$ cat config.mk
export PLATFORM = sky130hd
export DESIGN_NAME = bcm_break_matcher
export DESIGN_NICKNAME = d
export VERILOG_FILES = /design/src/logic/bcm_pkg.sv /design/src/logic/bcm_break_matcher.sv
export VERILOG_INCLUDE_DIRS = /design/src /design/src/logic
export SDC_FILE = /design/constraint.sdc
export NUM_CORES = 1
export LEC_CHECK = 0
export BUFFER_PORTS_ARGS = -buffer_cell sky130_fd_sc_hd__buf_2
export CAP_MARGIN = 10
export CELL_PAD_IN_SITES_DETAIL_PLACEMENT = 1
export CELL_PAD_IN_SITES_GLOBAL_PLACEMENT = 1
export CORE_MARGIN = 2
export CORE_UTILIZATION = 25
export DETAILED_ROUTE_END_ITERATION = 16
export PLACE_DENSITY = 0.61
export SLEW_MARGIN = 20
export SYNTH_ARGS = -nofsm -noshare
export SYNTH_HDL_FRONTEND = slang
export SYNTH_SLANG_ARGS = --single-unit
$ cat constraint.sdc
create_clock -name ref_clk -period 7.45 [get_ports ref_clk]
set_input_delay 1.49 -clock ref_clk [delete_from_list [all_inputs] [get_ports ref_clk]]
set_output_delay 1.49 -clock ref_clk [all_outputs]
set_load 0.02 [all_outputs]
$ cat src/logic/bcm_map.svh
/*
  Constants of the bus-cycle break matcher: field positions of the
  condition byte, group codes, reset values and trigger widths.
  Assumes it is included by bare name from the package.
*/
`ifndef BCM_MAP_SVH
`define BCM_MAP_SVH

// ----------------------------------------------------------------------
// Condition byte layout.
// ----------------------------------------------------------------------
`define BCM_INIT_HI   7
`define BCM_INIT_LO   6
`define BCM_TYPE_HI   5
`define BCM_TYPE_LO   4
`define BCM_DIR_HI    3
`define BCM_DIR_LO    2
`define BCM_SIZE_HI   1
`define BCM_SIZE_LO   0

// ----------------------------------------------------------------------
// Group codes, reset values and request level.
// ----------------------------------------------------------------------
`define BCM_GRP_NONE  2'h0
`define BCM_GRP_A     2'h1
`define BCM_GRP_B     2'h2
`define BCM_GRP_BOTH  2'h3
`define BCM_SIZE_ANY  2'h0
`define BCM_SIZE_BYTE 2'h1
`define BCM_SIZE_WORD 2'h2
`define BCM_SIZE_LONG 2'h3
`define BCM_ADDR_RST  16'h0000
`define BCM_COND_RST  8'h00
`define BCM_CTRL_RST  3'h0
`define BCM_IRQ_LEVEL 4'hF

// ----------------------------------------------------------------------
// Trigger low widths in clock periods, minus one.
// ----------------------------------------------------------------------
`define BCM_TW_1      5'h00
`define BCM_TW_4      5'h03
`define BCM_TW_8      5'h07
`define BCM_TW_16     5'h0F

`endif

$ cat src/logic/bcm_pkg.sv
/*
  Types of the bus-cycle break matcher.
  Assumes bcm_map.svh is on the include path.
*/
package bcm_pkg;
  `include "bcm_map.svh"

  // Two-bit group of the condition byte.
  typedef logic [1:0] bcm_grp_t;

  // Access size reported by the monitored bus.
  typedef enum logic [1:0] {
    BCM_SZ_NONE,
    BCM_SZ_BYTE,
    BCM_SZ_WORD,
    BCM_SZ_LONG
  } bcm_size_t;
endpackage

$ cat src/logic/bcm_break_matcher.sv
/*
  Bus-cycle break matcher: compares each CPU or DMA internal bus cycle
  with a programmed address and cycle condition, requests a break
  interrupt and drives an active-low trigger pulse.
  Assumes the bus monitor inputs are synchronous to ref_clk and that the
  CPU flags overrun and branch-destination fetches as it issues them.
  // Behaviour
  // - Address is high half over low half.
  // - Condition byte: initiator, type, direction, size groups.
  // - Fetch break raised before matched instruction executes.
  // - Fetch with write direction never matches.
  // - Fetch condition on odd address never matches.
  // - Odd branch-target fetch breaks after address error.
  // - CPU word data write matches exact address.
  // - Word data condition on odd address never matches.
  // - DMA longword data read matches programmed address.
  // - DMA with instruction fetch never matches.
  // - Second of paired fetch breaks despite condition change.
  // - Overrun fetches give no fetch break.
  // - Overrun fetch satisfies enabled data condition, breaks.
  // - Higher-priority exception may drop pending break.
  // - No break on first non-delay branch target fetch.
  // - New match restarts trigger width, stays low.
  // - Overrun fetch match pulses trigger, no interrupt.
  // - Data and DMA matches trigger like interrupt.
  // - Interrupt disable keeps trigger, suppresses request.
  // - Standby after reset: no match, no settings.
  // - Width codes give 1, 4, 8, 16 clocks.
  // - Any 00 initiator/type/direction group blocks matching.
  // - Request is level 15, pending while masked.
*/
`timescale 1ns/1ps

module bcm_break_matcher (
  // Clock and reset.
  input  wire logic              ref_clk,
  input  wire logic              resetn,
  // Module standby control, 1 releases standby.
  input  wire logic              standbyRelease,
  // Condition settings, loaded on cfgWrite.
  input  wire logic              cfgWrite,
  input  wire logic [15:0]       breakAddressHighIn,
  input  wire logic [15:0]       breakAddressLowIn,
  input  wire logic [7:0]        breakCycleConditionIn,
  input  wire logic [1:0]        triggerWidthSelIn,
  input  wire logic              breakIrqDisableIn,
  // Monitored bus cycle.
  input  wire logic              busValid,
  input  wire logic [31:0]       busAddr,
  input  wire logic              busDma,
  input  wire logic              busFetch,
  input  wire logic              busWrite,
  input  bcm_pkg::bcm_size_t     busSize,
  input  wire logic              busPairFetch,
  input  wire logic              busOverrun,
  input  wire logic              busBranchTarget,
  input  wire logic              busAddrError,
  // CPU sequencing events.
  input  wire logic              secondIssue,
  input  wire logic              addrErrDone,
  input  wire logic              hiExcAccept,
  // Interrupt controller side.
  input  wire logic              irqAck,
  output logic                   breakIrqReq,
  output logic [3:0]             breakIrqLevel,
  // Status and pin.
  output logic                   matchPulse,
  output logic                   matchTriggerOutN,
  output logic [31:0]            breakAddress,
  output logic [7:0]             breakCycleCondition,
  output logic [2:0]             breakControl
);
  import bcm_pkg::*;

  // ----------------------------------------------------------------------
  // Condition registers.
  // ----------------------------------------------------------------------
  logic [15:0] addrHi_q, addrHi_d, addrLo_q, addrLo_d;
  logic [7:0]  cond_q, cond_d;
  logic [2:0]  ctrl_q, ctrl_d;

  // Standby clears the settings and refuses writes to them.
  always_comb begin
    addrHi_d = addrHi_q;
    addrLo_d = addrLo_q;
    cond_d   = cond_q;
    ctrl_d   = ctrl_q;
    if (!standbyRelease) begin
      addrHi_d = `BCM_ADDR_RST;
      addrLo_d = `BCM_ADDR_RST;
      cond_d   = `BCM_COND_RST;
      ctrl_d   = `BCM_CTRL_RST;
    end else if (cfgWrite) begin
      addrHi_d = breakAddressHighIn;
      addrLo_d = breakAddressLowIn;
      cond_d   = breakCycleConditionIn;
      ctrl_d   = {triggerWidthSelIn, breakIrqDisableIn};
    end
  end

  always_ff @(posedge ref_clk or negedge resetn) begin
    if (!resetn) begin
      addrHi_q <= `BCM_ADDR_RST;
      addrLo_q <= `BCM_ADDR_RST;
      cond_q   <= `BCM_COND_RST;
      ctrl_q   <= `BCM_CTRL_RST;
    end else begin
      addrHi_q <= addrHi_d;
      addrLo_q <= addrLo_d;
      cond_q   <= cond_d;
      ctrl_q   <= ctrl_d;
    end
  end

  // ----------------------------------------------------------------------
  // Cycle comparison.
  // ----------------------------------------------------------------------
  logic [31:0] brkAddr, secondAddr;
  bcm_grp_t    gInit, gType, gDir, gSize;
  logic        grpsSet, initOk, dirOk, sizeOk, typeFetch, typeData;
  logic        oddBlock, hitFirst, hitSecond, anyHit;
  logic        fetchHit, dataHit, irqEvent, trigEvent, errHold;

  assign brkAddr    = {addrHi_q, addrLo_q};
  assign secondAddr = busAddr + 32'h0000_0002;
  assign gInit = cond_q[`BCM_INIT_HI:`BCM_INIT_LO];
  assign gType = cond_q[`BCM_TYPE_HI:`BCM_TYPE_LO];
  assign gDir  = cond_q[`BCM_DIR_HI:`BCM_DIR_LO];
  assign gSize = cond_q[`BCM_SIZE_HI:`BCM_SIZE_LO];

  // An initiator, type or direction group left at 00 blocks every new match.
  assign grpsSet = (gInit != `BCM_GRP_NONE) &&
                   (gType != `BCM_GRP_NONE) &&
                   (gDir  != `BCM_GRP_NONE);
  assign initOk  = busDma ? gInit[1] : gInit[0];
  assign dirOk   = busWrite ? gDir[1] : gDir[0];
  assign sizeOk  = (gSize == `BCM_SIZE_ANY) ||
                   (gSize == 2'(busSize));
  // DMA never fetches, and a fetch is never a write.
  assign typeFetch = gType[0] && busFetch && !busDma &&
                     !busWrite;
  assign typeData  = gType[1] && (!busFetch || busOverrun);
  // Fetches and word or longword accesses are even, so an odd
  // condition address can only be met by byte data or an address error.
  assign oddBlock = brkAddr[0] &&
                    (busFetch || gSize[1]);
  assign hitFirst  = (busAddr == brkAddr) && !oddBlock;
  assign hitSecond = busFetch && busPairFetch &&
                     (secondAddr == brkAddr) && !oddBlock;
  // Same-cycle evaluation of every enabled group.
  assign anyHit = standbyRelease && busValid && grpsSet &&
                  initOk && dirOk && sizeOk &&
                  (hitFirst || hitSecond);
  assign fetchHit = anyHit && typeFetch;
  assign dataHit  = anyHit && typeData;
  // Fetch breaks only for fetches that will execute.
  assign irqEvent = dataHit ||
                    (fetchHit && hitFirst && !busOverrun &&
                     !busBranchTarget);
  assign trigEvent = fetchHit || dataHit;
  // An odd branch target fetch waits for the address error handling.
  assign errHold = standbyRelease && busValid && busFetch &&
                   busAddrError && grpsSet && gType[0] && !busDma &&
                   initOk && dirOk && sizeOk &&
                   (busAddr == brkAddr) && brkAddr[0];

  // ----------------------------------------------------------------------
  // Break request and deferred breaks.
  // ----------------------------------------------------------------------
  logic irq_q, irq_d, second_q, second_d, err_q, err_d, match_q, match_d;
  logic raise;

  assign raise = (irqEvent && !busAddrError) ||
                 (second_q && secondIssue) ||
                 (err_q && addrErrDone);

  always_comb begin
    second_d = second_q;
    err_d    = err_q;
    irq_d    = irq_q;
    match_d  = anyHit && (irqEvent || trigEvent);
    // The second instruction's hit is captured at fetch time, so a
    // later rewrite of the condition cannot cancel it.
    if (secondIssue)
      second_d = 1'b0;
    if (fetchHit && hitSecond && !busOverrun && !busBranchTarget)
      second_d = 1'b1;
    if (addrErrDone)
      err_d = 1'b0;
    if (errHold)
      err_d = 1'b1;
    // Held until the controller takes it, a higher-priority exception is accepted or standby is entered; while masked it stays pending.
    if (irqAck || hiExcAccept)
      irq_d = 1'b0;
    if (hiExcAccept) begin
      second_d = 1'b0;
      err_d    = 1'b0;
    end
    if (raise && !ctrl_q[0])
      irq_d = 1'b1;
    if (!standbyRelease) begin
      irq_d    = 1'b0;
      second_d = 1'b0;
      err_d    = 1'b0;
    end
  end

  always_ff @(posedge ref_clk or negedge resetn) begin
    if (!resetn) begin
      irq_q    <= 1'b0;
      second_q <= 1'b0;
      err_q    <= 1'b0;
      match_q  <= 1'b0;
    end else begin
      irq_q    <= irq_d;
      second_q <= second_d;
      err_q    <= err_d;
      match_q  <= match_d;
    end
  end

  // ----------------------------------------------------------------------
  // Trigger pulse.
  // ----------------------------------------------------------------------
  logic       trigOn_q, trigOn_d;
  logic [4:0] trigCnt_q, trigCnt_d, width;

  always_comb begin
    unique case (ctrl_q[2:1])
      2'h0: width = `BCM_TW_1;
      2'h1: width = `BCM_TW_4;
      2'h2: width = `BCM_TW_8;
      2'h3: width = `BCM_TW_16;
    endcase
  end

  // A fresh match reloads the count, so back-to-back hits stretch it.
  always_comb begin
    trigOn_d  = trigOn_q;
    trigCnt_d = trigCnt_q;
    if (trigEvent) begin
      trigOn_d  = 1'b1;
      trigCnt_d = width;
    end else if (trigOn_q) begin
      if (trigCnt_q == 5'h00)
        trigOn_d = 1'b0;
      else
        trigCnt_d = trigCnt_q - 5'h01;
    end
  end

  always_ff @(posedge ref_clk or negedge resetn) begin
    if (!resetn) begin
      trigOn_q  <= 1'b0;
      trigCnt_q <= 5'h00;
    end else begin
      trigOn_q  <= trigOn_d;
      trigCnt_q <= trigCnt_d;
    end
  end

  // ----------------------------------------------------------------------
  // Outputs.
  // ----------------------------------------------------------------------
  assign breakIrqReq         = irq_q;
  assign breakIrqLevel       = `BCM_IRQ_LEVEL;
  assign matchPulse          = match_q;
  assign matchTriggerOutN    = !trigOn_q;
  assign breakAddress        = brkAddr;
  assign breakCycleCondition = cond_q;
  assign breakControl        = ctrl_q;
endmodule

==> impl_metrics.tcl, run 1 <==
set metrics [dict create \
    cp.arrival_ns 4.56 \
    grt_first_pass_wirelength_microns 20260 \
    syn_avg_cell_area_sq_um 9.471 \
    ff_latch_area_sq_um 1326 \
    drv_cap 0 \
    rsz0062_at_grt "no" \
    p_leak_nw 2.356 \
    mostFrequentLayoutCells "buf_2 (138), dfrtp_1 (53), mux2i_1 (48)" \
    crit_chain "buf_2 -> ha_1 -> nand4_1 -> nor4_4 -> nand3_1 -> xnor2_2 -> nand4_1 -> or4_4 -> nor4b_4 -> o21ai_4 -> mux2_4" \
    fp.dieArea_sq_um 16580 \
    via_per_inst 4.772 \
    crit_slowest_cell "or4_4" \
    antenna_left 0 \
    start_util_pct 25.60 \
    cts_tree "done" \
    grt_max_degree 54 \
    fillCellCount 1825 \
    worst-setup-path-type "input pin to flop" \
    slew_viol_final 0 \
    hpwl_microns 10430 \
    clk_latency_ns 0.31 \
    die-width_microns 128.8 \
    fp.dieH_microns 128.8 \
    yosys_most_used_dff "dfrtp_1" \
    fin_setup_tns_ns 0 \
    slew_headroom_pct 34.35 \
    cts_hold_buf 0 \
    cp_common_cell "nand4_1" \
    setup_viol 0 \
    core_area_sq_um 15200 \
    async_flop_share_pct 100.0 \
    port_buffers 138 \
    clk_transition_reported_paths_ns 0.08 \
    synth_cells 411 \
    max_stage_delay_ns 0.55 \
    tightest_slew_ns 0.9720 \
    multiInputGateArea_sq_um 2400 \
    numCtsBuffers 5 \
    synth_area_sq_um 3892 \
    worst_ep_required_time_ns 7.65 \
    min_path_type "flop to flop" \
    grt_pass1_vias 3725 \
    fin_crit_ns 4.366 \
    finalNetCount 635 \
    ys_seq_area_share_pct 34.07 \
    clock-sinks 53 \
    max_freq_mhz 229.0 \
    grt.overflow.total 0 \
    cts_setup_buffers 0 \
    status "finished clean" \
    final_common_cell "buf_2" \
    wire_per_inst_microns 17.82 \
    startpoint_type "input pin" \
    ys_ff_latch 53 \
    min_period_over_period_pct 58.61 \
    drt_iter0_drc 85 \
    timing.hold.ws_ns 0.5778 \
    ys_warn_count 0 \
    endpoint_kind "flop" \
    clk_path_buf_depth 2 \
    io_pins 143 \
    hold_viol_final 0 \
    drive_gt1_share_pct 31.48 \
    synth_edf_count 0 \
    ir_drop_mv 0.08145 \
    cp_max_fo 10 \
    ys_types 62 \
    firstDrtPassIters 4 \
    skew_ns 0.006630 \
    antenna_found_initial 2 \
    place_congestion 0.8086 \
    htree_levels 2 \
    syn_to_final_growth_pct 25.20 \
    cts-root-buf "clkbuf_16" \
    grt_usage_pct 15.92 \
    totalWireLength_microns 12990 \
    rows 45 \
    drc 0 \
    vias 3479 \
    cts-resized-gates 0 \
    p_per_area_nw_per_um2 152.4 \
]
## flip-flops by register name (all words and copies together) (netlist names)
name	flops
addrHi_q	16
addrLo_q	16
breakCycleCondition	8
trigCnt_q	5
breakControl	3
breakIrqReq	1
err_q	1
matchPulse	1
second_q	1
trigOn_q	1
## cell usage after synthesis (2+ instances only)
cell	n	area, sq um
and2_1	6	37.54
xor2_1	19	166.4
nand4_1	18	112.6
mux2i_1	48	480.5
a211oi_1	2	15.01
buf_4	4	30.03
o2111ai_1	2	17.52
nor2b_1	46	287.8
buf_6	3	33.78
o211ai_1	3	22.52
nor4_1	5	31.28
and4_1	5	43.79
or3_1	2	12.51
inv_1	13	48.80
nor3_1	4	20.02
nand2_1	25	93.84
buf_1	2	7.510
xnor2_1	31	271.5
clkbuf_1	9	33.78
dfrtp_1	53	1326
a311oi_1	2	17.52
xnor2_2	2	32.53
nand3_1	13	65.06
ha_1	3	37.54
nor3b_1	3	22.52
a22oi_1	2	15.01
o21ai_0	6	30.03
nor2_1	20	75.07
a31oi_1	5	31.28
and3_1	6	37.54
or2_2	2	12.51
a21oi_1	14	70.07
buf_2	4	20.02
## cells by family after synthesis
family | after synthesis | synth area share [%]
AND/OR/NAND/NOR | 169 | 26.10
XOR/XNOR | 53 | 12.79
flip-flops | 53 | 34.07
multiplexers | 50 | 13.02
AO/OA/AOI/OAI | 46 | 8.390
buffers and inverters | 36 | 4.564
adder cells (fa/ha/maj) | 3 | 0.9644
other | 1 | 0.09634
## metal layers
metal  vias up  GRT usage, %  wire length, microns
li1       1702             -                     -
met1      1680         19.71                  5631
met2        80         27.95                  6544
met3        15         3.742                   636
met4         2         3.964                   167
met5         -             0                    13
## layout make-up
| type | count | share of cell area, % |
|---|---|---|
| clock buffer | 5 | 2.567 |
| timing repair buffer | 140 | 14.48 |
| sequential | 53 | 27.21 |
| tap | 188 | 4.827 |
| multi-input combinational | 325 | 49.24 |
| antenna | 1 | 0.05135 |
| inverter | 14 | 1.078 |
| clock inverter | 3 | 0.5392 |
## worst paths after layout
| path | slack, ns | startpoint | cells after the start | endpoint |
|---|---|---|---|---|
| min in group asynchronous | 1.32 | resetn | 2 | addrLo_q[6]$_DFFE_PN0P_ |
| hold reg to reg | 0.58 | breakCycleCondition[6]$_DFFE_PN0P_ | 2 | breakCycleCondition[6]$_DFFE_PN0P_ |
| max in group asynchronous | 5.65 | resetn | 2 | breakCycleCondition[5]$_DFFE_PN0P_ |
| setup reg to reg | 4.37 | addrLo_q[5]$_DFFE_PN0P_ | 8 | trigCnt_q[2]$_DFFE_PN0P_ |
| hold / removal | 0.58 | breakCycleCondition[6]$_DFFE_PN0P_ | 2 | breakCycleCondition[6]$_DFFE_PN0P_ |
| setup / recovery | 3.08 | busAddr[1] | 11 | trigCnt_q[2]$_DFFE_PN0P_ |
## report_power, final
group / total, mW / internal [mW] / switching, mW / leakage, nW
Sequential: 0.317 / 0.301 / 0.0167 / 0.710
Clock: 0.247 / 0.127 / 0.120 / 0.0744
Combinational: 0.178 / 0.0740 / 0.104 / 1.57
## per-stage QoR
step                worst slack [ns]  power, mW  instances  util [%]  area, sq um
floorplan                      3.464     0.4267        414         -         3904
global placement               2.858     0.5027        720     31.05         4720
detailed placement             2.753     0.5052        720     31.05         4720
CTS                            3.075     0.7604        728     32.04         4871
global route                   2.887     0.7878        729     32.06         4873
finish                         3.084     0.7429        729     32.06         4873
## worst max-delay path, delay by kind of cell
| family | cells | cell delay, ns |
|---|---|---|
| simple gates | 6 | 1.92 |
| fa+ha+maj | 1 | 0.38 |
| mux | 1 | 0.32 |
| xor+xnor | 1 | 0.16 |
| compound gates | 1 | 0.15 |
| buf+inv | 1 | 0.14 |
No activity file was read; power rests on OpenSTA's default activity.
==> run 2, diff against run 1 <==
Clock period 7.45 ns to 4.1 ns, I/O delays scaled along.
==> run 2 against run 1 <==
Hold slack worse by 0.11 ns. Power is 87% higher. Non-clock buffer count is 2 higher. Register-to-register slack worse by 3.4 ns. Combinational power is 83% higher. Design area is 0.64% higher.
==> impl_metrics.tcl, run 2 (synthesis results as in run 1) <==
set metrics [dict create \
    status "finished clean" \
    skew_ns 0.005221 \
    worst-path-buf-inv 1 \
    syn_to_final_growth_pct 26.00 \
    ff2ff_path_depth 8 \
    place_congestion 0.8196 \
    grt_pass1_vias 3830 \
    grt.overflow.total 0 \
    min_path_type "input pin to asynchronous set/reset pin" \
    clk_transition_reported_paths_ns 0.07 \
    io_pins 143 \
    drt_iter0_drc 113 \
    min_period_over_period_pct 90.30 \
    max_freq_mhz 270.1 \
    mostFrequentLayoutCells "buf_2 (138), dfrtp_1 (53), mux2i_1 (48)" \
    cp_common_cell "nand4_1" \
    startpoint_type "input pin" \
    grt_usage_pct 16.29 \
    worst-setup-path-type "input pin to flop" \
    cts-resized-gates 0 \
    critical_path.top_delay_family "simple AND/OR/NAND/NOR gates" \
    wire_per_inst_microns 18.24 \
    crit_chain "buf_2 -> ha_1 -> nand4_1 -> nor4_4 -> nand3_1 -> xnor2_2 -> nand4_1 -> or4_4 -> nor4b_4 -> o21ai_4 -> mux2_4" \
    drc 0 \
    max_stage_delay_ns 0.53 \
    via_per_inst 4.822 \
    core_area_sq_um 15200 \
    cts-root-buf "clkbuf_16" \
    fin_crit_ns 3.702 \
    fin_setup_tns_ns 0 \
    cts_setup_buffers 0 \
    cp_max_fo 10 \
    drive_gt1_share_pct 31.79 \
    port_buffers 138 \
    totalWireLength_microns 13320 \
    setup_viol 0 \
    clk_latency_ns 0.30 \
    start_util_pct 25.60 \
    p_leak_nw 2.382 \
    numCtsBuffers 5 \
    rsz0062_at_grt "no" \
    drv_cap 0 \
    endpoint_kind "flop" \
    slew_viol_final 0 \
    crit_cells 11 \
    tightest_slew_ns 0.9573 \
    fp.dieH_microns 128.8 \
    hpwl_microns 10810 \
    cts_tree "done" \
    p_per_area_nw_per_um2 283.5 \
    hold_viol_final 0 \
    fin_cells 730 \
    antenna_left 0 \
    grt_first_pass_wirelength_microns 20890 \
    final_common_cell "buf_2" \
    worst_ep_required_time_ns 4.29 \
    finalPower_mw 1.390 \
    die-width_microns 128.8 \
    antenna_found_initial 2 \
    fp.dieArea_sq_um 16580 \
    ir_drop_mv 0.1392 \
    fin_util_pct 32.26 \
    slew_headroom_pct 36.18 \
    finalNetCount 637 \
    firstDrtPassIters 4 \
    clk_path_buf_depth 2 \
    clock-sinks 53 \
    vias 3520 \
    place_inst 722 \
    grt_max_degree 48 \
    cp.arrival_ns 3.89 \
    htree_levels 2 \
    crit_slowest_cell "or4_4" \
    cts_hold_buf 0 \
    rows 45 \
]
-- run 2: changes by cell type in the layout (fill, tap and decap cells not counted), sizes merged --
cell	delta
inv	-1
buf	+2
bufinv	+1
clkinv	-1
-- run 2: power by group --
| group | leakage (nW) | total [mW] | internal, mW | switching, mW |
|---|---|---|---|---|
| combinational | 1.59 | 0.326 | 0.135 | 0.191 |
| clock | 0.0797 | 0.487 | 0.284 | 0.202 |
| sequential | 0.710 | 0.578 | 0.546 | 0.0314 |
| total | 2.38 | 1.39 | 0.966 | 0.425 |
-- run 2: path summary, 6_finish.rpt --
path,start,to,slack [ns]
worst max register to register,addrLo_q[5]$_DFFE_PN0P_,trigCnt_q[2]$_DFFE_PN0P_,1.01
worst min-delay path,resetn,breakCycleCondition[2]$_DFFE_PN0P_,0.47
worst min register to register,breakCycleCondition[2]$_DFFE_PN0P_,breakCycleCondition[2]$_DFFE_PN0P_,0.58
min in group ref_clk,breakCycleCondition[2]$_DFFE_PN0P_,breakCycleCondition[2]$_DFFE_PN0P_,0.58
worst max-delay path,busAddr[2],trigCnt_q[2]$_DFFE_PN0P_,0.40
max in group asynchronous,resetn,addrLo_q[15]$_DFFE_PN0P_,2.79
-- run 2: cell type report --
type | count | area (sq um)
timing repair buffer | 142 | 720.7
sequential | 53 | 1326
inverter | 14 | 52.55
clock buffer | 5 | 125.1
clock inverter | 2 | 35.03
fill | 1815 | 10300
multi-input combinational | 325 | 2407
tap | 188 | 235.2
antenna | 1 | 2.502
-- run 2: routing by layer --
layer	GRT usage, %	up-vias	wire, microns	share of wire [%]
met5	0	-	13	0.098
met4	3.325	2	110	0.83
met3	3.617	8	621	4.7
met2	28.57	83	6765	51
met1	20.61	1728	5805	44
li1	-	1699	-	-
-- run 2: worst register-to-register path: cells and delay by family (launching register included) --
family | cells | cell delay (ns)
AOI/OAI and AO/OA | 3 | 0.57
DFF | 1 | 0.41
and+or+nand+nor | 3 | 1.49
muxes | 1 | 0.32
xor gates and xnor gates | 1 | 0.18
-- run 2: per-stage QoR --
step	setup WS (ns)	hold WS, ns	instance area [sq um]
finish	0.3976	0.4663	4905
global route	0.2881	0.5039	4905
CTS	0.4418	0.4879	4895
detailed placement	0.1442	0.5626	4735
floorplan	0.7835	0.5244	3904
global placement	0.2003	0.5482	4735
==> run 3, diff against run 2 <==
Settings changed: RECOVER_POWER set to 100.
==> run 3 against run 2 <==
The flow now finishes with violations (max-capacitance violations, max-slew violations). Die area did not move. Clock power barely moved. First-iteration DRC count down 17%. Hold slack better by 0.12 ns. Power fell by 0.39%. Setup slack worse by 0.047 ns. Sequential power is essentially flat. Non-clock buffer count stayed put. Critical endpoint unchanged. Largest cell class unchanged. Highest routed layer unchanged.
==> impl_metrics.tcl, run 3 (synthesis results as in run 1) <==
set metrics [dict create \
    fillCellCount 1843 \
    io_pins 143 \
    cp_max_fo 10 \
    cp.arrival_ns 3.93 \
    clock-sinks 53 \
    finalNetCount 637 \
    rr_endpoint "trigCnt_q[2]$_DFFE_PN0P_" \
    syn_to_final_growth_pct 24.04 \
    numCtsBuffers 5 \
    clk_transition_reported_paths_ns 0.07 \
    rsz0062_at_grt "no" \
    timing.hold.ws_ns 0.5833 \
    drive_gt1_share_pct 22.00 \
    endpoint "trigCnt_q[2]$_DFFE_PN0P_" \
    die-width_microns 128.8 \
    grt_pass1_vias 3830 \
    antenna_found_initial 2 \
    r2r_slack_ns 0.96 \
    clk_latency_ns 0.30 \
    grt_first_pass_wirelength_microns 20890 \
    drv_cap 2 \
    ff2ff_path_depth 8 \
    finalPower_mw 1.385 \
    worst-setup-path-type "input pin to flop" \
    hpwl_microns 10810 \
    tightest_slew_ns 2.279 \
    antenna_left 0 \
    fp.dieH_microns 128.8 \
    worst_ep_required_time_ns 4.28 \
    rows 45 \
    hold_viol_final 0 \
    firstDrtPassIters 4 \
    startpoint_type "input pin" \
    wire_per_inst_microns 18.27 \
    drc 0 \
    drt_iter0_drc 94 \
    p_per_area_nw_per_um2 286.8 \
    setup_viol 0 \
    violations "max-capacitance violations, max-slew violations" \
    slew_viol_final 67 \
    fin_setup_tns_ns 0 \
    vias 3517 \
    critical_path.startpoint "busAddr[1]" \
    ir_drop_mv 0.1397 \
    min_path_type "flop to flop" \
    via_per_inst 4.818 \
    max_freq_mhz 266.7 \
    mostFrequentLayoutCells "buf_2 (89), dfrtp_1 (53), clkbuf_1 (51)" \
    core_area_sq_um 15200 \
    fin_crit_ns 3.749 \
    r2r-start "addrLo_q[5]$_DFFE_PN0P_" \
    place_congestion 0.8196 \
    port_buffers 138 \
    cts_setup_buffers 0 \
    totalWireLength_microns 13330 \
    endpoint_kind "flop" \
    clk_path_buf_depth 2 \
    cts_hold_buf 0 \
    skew_ns 0.004009 \
    fin_cells 730 \
    place_inst 722 \
    final_common_cell "buf_2" \
    grt_max_degree 48 \
    fp.dieArea_sq_um 16580 \
    slew_headroom_pct -51.96 \
    p_leak_nw 2.186 \
    cts_tree "done" \
    status "complete, but fails checks" \
    cts-resized-gates 0 \
    start_util_pct 25.60 \
    htree_levels 2 \
    cts-root-buf "clkbuf_16" \
    grt.overflow.total 0 \
    min_period_over_period_pct 91.44 \
    grt_usage_pct 16.29 \
]
[run 3: cell types whose count changed in the layout (fill, tap and decap cells not counted)]
cell,before,now
or4_4,1,0
mux2_1,0,1
mux2_4,1,0
clkbuf_1,0,51
or4_1,1,2
buf_4,4,2
buf_2,138,89
[run 3: worst min-delay path by stage]
| stage | depth (start not counted) | endpoint | slack, ns | start |
|---|---|---|---|---|
| after floorplan | 0 | addrHi_q[0]$_DFFE_PN0P_ | 0.52 | resetn |
| after global placement | 2 | breakCycleCondition[6]$_DFFE_PN0P_ | 0.55 | breakCycleCondition[6]$_DFFE_PN0P_ |
| after detailed placement | 2 | breakCycleCondition[2]$_DFFE_PN0P_ | 0.56 | breakCycleCondition[2]$_DFFE_PN0P_ |
| after CTS | 1 | breakCycleCondition[2]$_DFFE_PN0P_ | 0.49 | resetn |
| after global routing | 2 | trigCnt_q[3]$_DFFE_PN0P_ | 0.61 | breakControl[1]$_DFFE_PN0P_ |
| final | 2 | breakCycleCondition[2]$_DFFE_PN0P_ | 0.58 | breakCycleCondition[2]$_DFFE_PN0P_ |
[run 3: per-stage QoR]
stage / utilization, % / setup slack, ns / cell area [sq um]
after detailed placement: 31.14 / 0.1442 / 4735
after CTS: 32.20 / 0.4418 / 4895
after global placement: 31.14 / 0.2003 / 4735
final: 31.76 / 0.3511 / 4828
after floorplan: - / 0.7835 / 3904
after global routing: 31.76 / 0.2279 / 4828
[run 3: area by class of cell]
cell class	instances	area (sq um)	share of cell area, %
Multi-Input combinational cell	325	2400	49.70
Sequential cell	53	1326	27.47
Timing Repair Buffer	142	651.9	13.50
Tap cell	188	235.2	4.872
Clock buffer	5	125.1	2.591
Inverter	14	52.55	1.088
Clock inverter	2	35.03	0.7256
Antenna cell	1	2.502	0.05183
[run 3: report_power, final]
group / total, mW / leakage (nW) / switching [mW] / internal (mW)
Clock: 0.486 / 0.0797 / 0.202 / 0.284
Combinational: 0.320 / 1.40 / 0.191 / 0.129
Sequential: 0.578 / 0.710 / 0.0321 / 0.546
Total: 1.38 / 2.19 / 0.425 / 0.960
[run 3: per-layer routing]
layer / GRT usage [%] / share of wire [%]
met1: 20.61 / 44
met5: 0 / 0.097
met2: 28.57 / 51
met3: 3.617 / 4.5
met4: 3.325 / 0.82
[run 3: critical path, cell delays in order]
cell	delay, ns
buf_2	0.14
ha_1	0.38
nand4_1	0.30
nor4_4	0.37
nand3_1	0.18
xnor2_2	0.16
nand4_1	0.12
or4_1	0.56
nor4b_4	0.40
o21ai_4	0.15
mux2_1	0.34
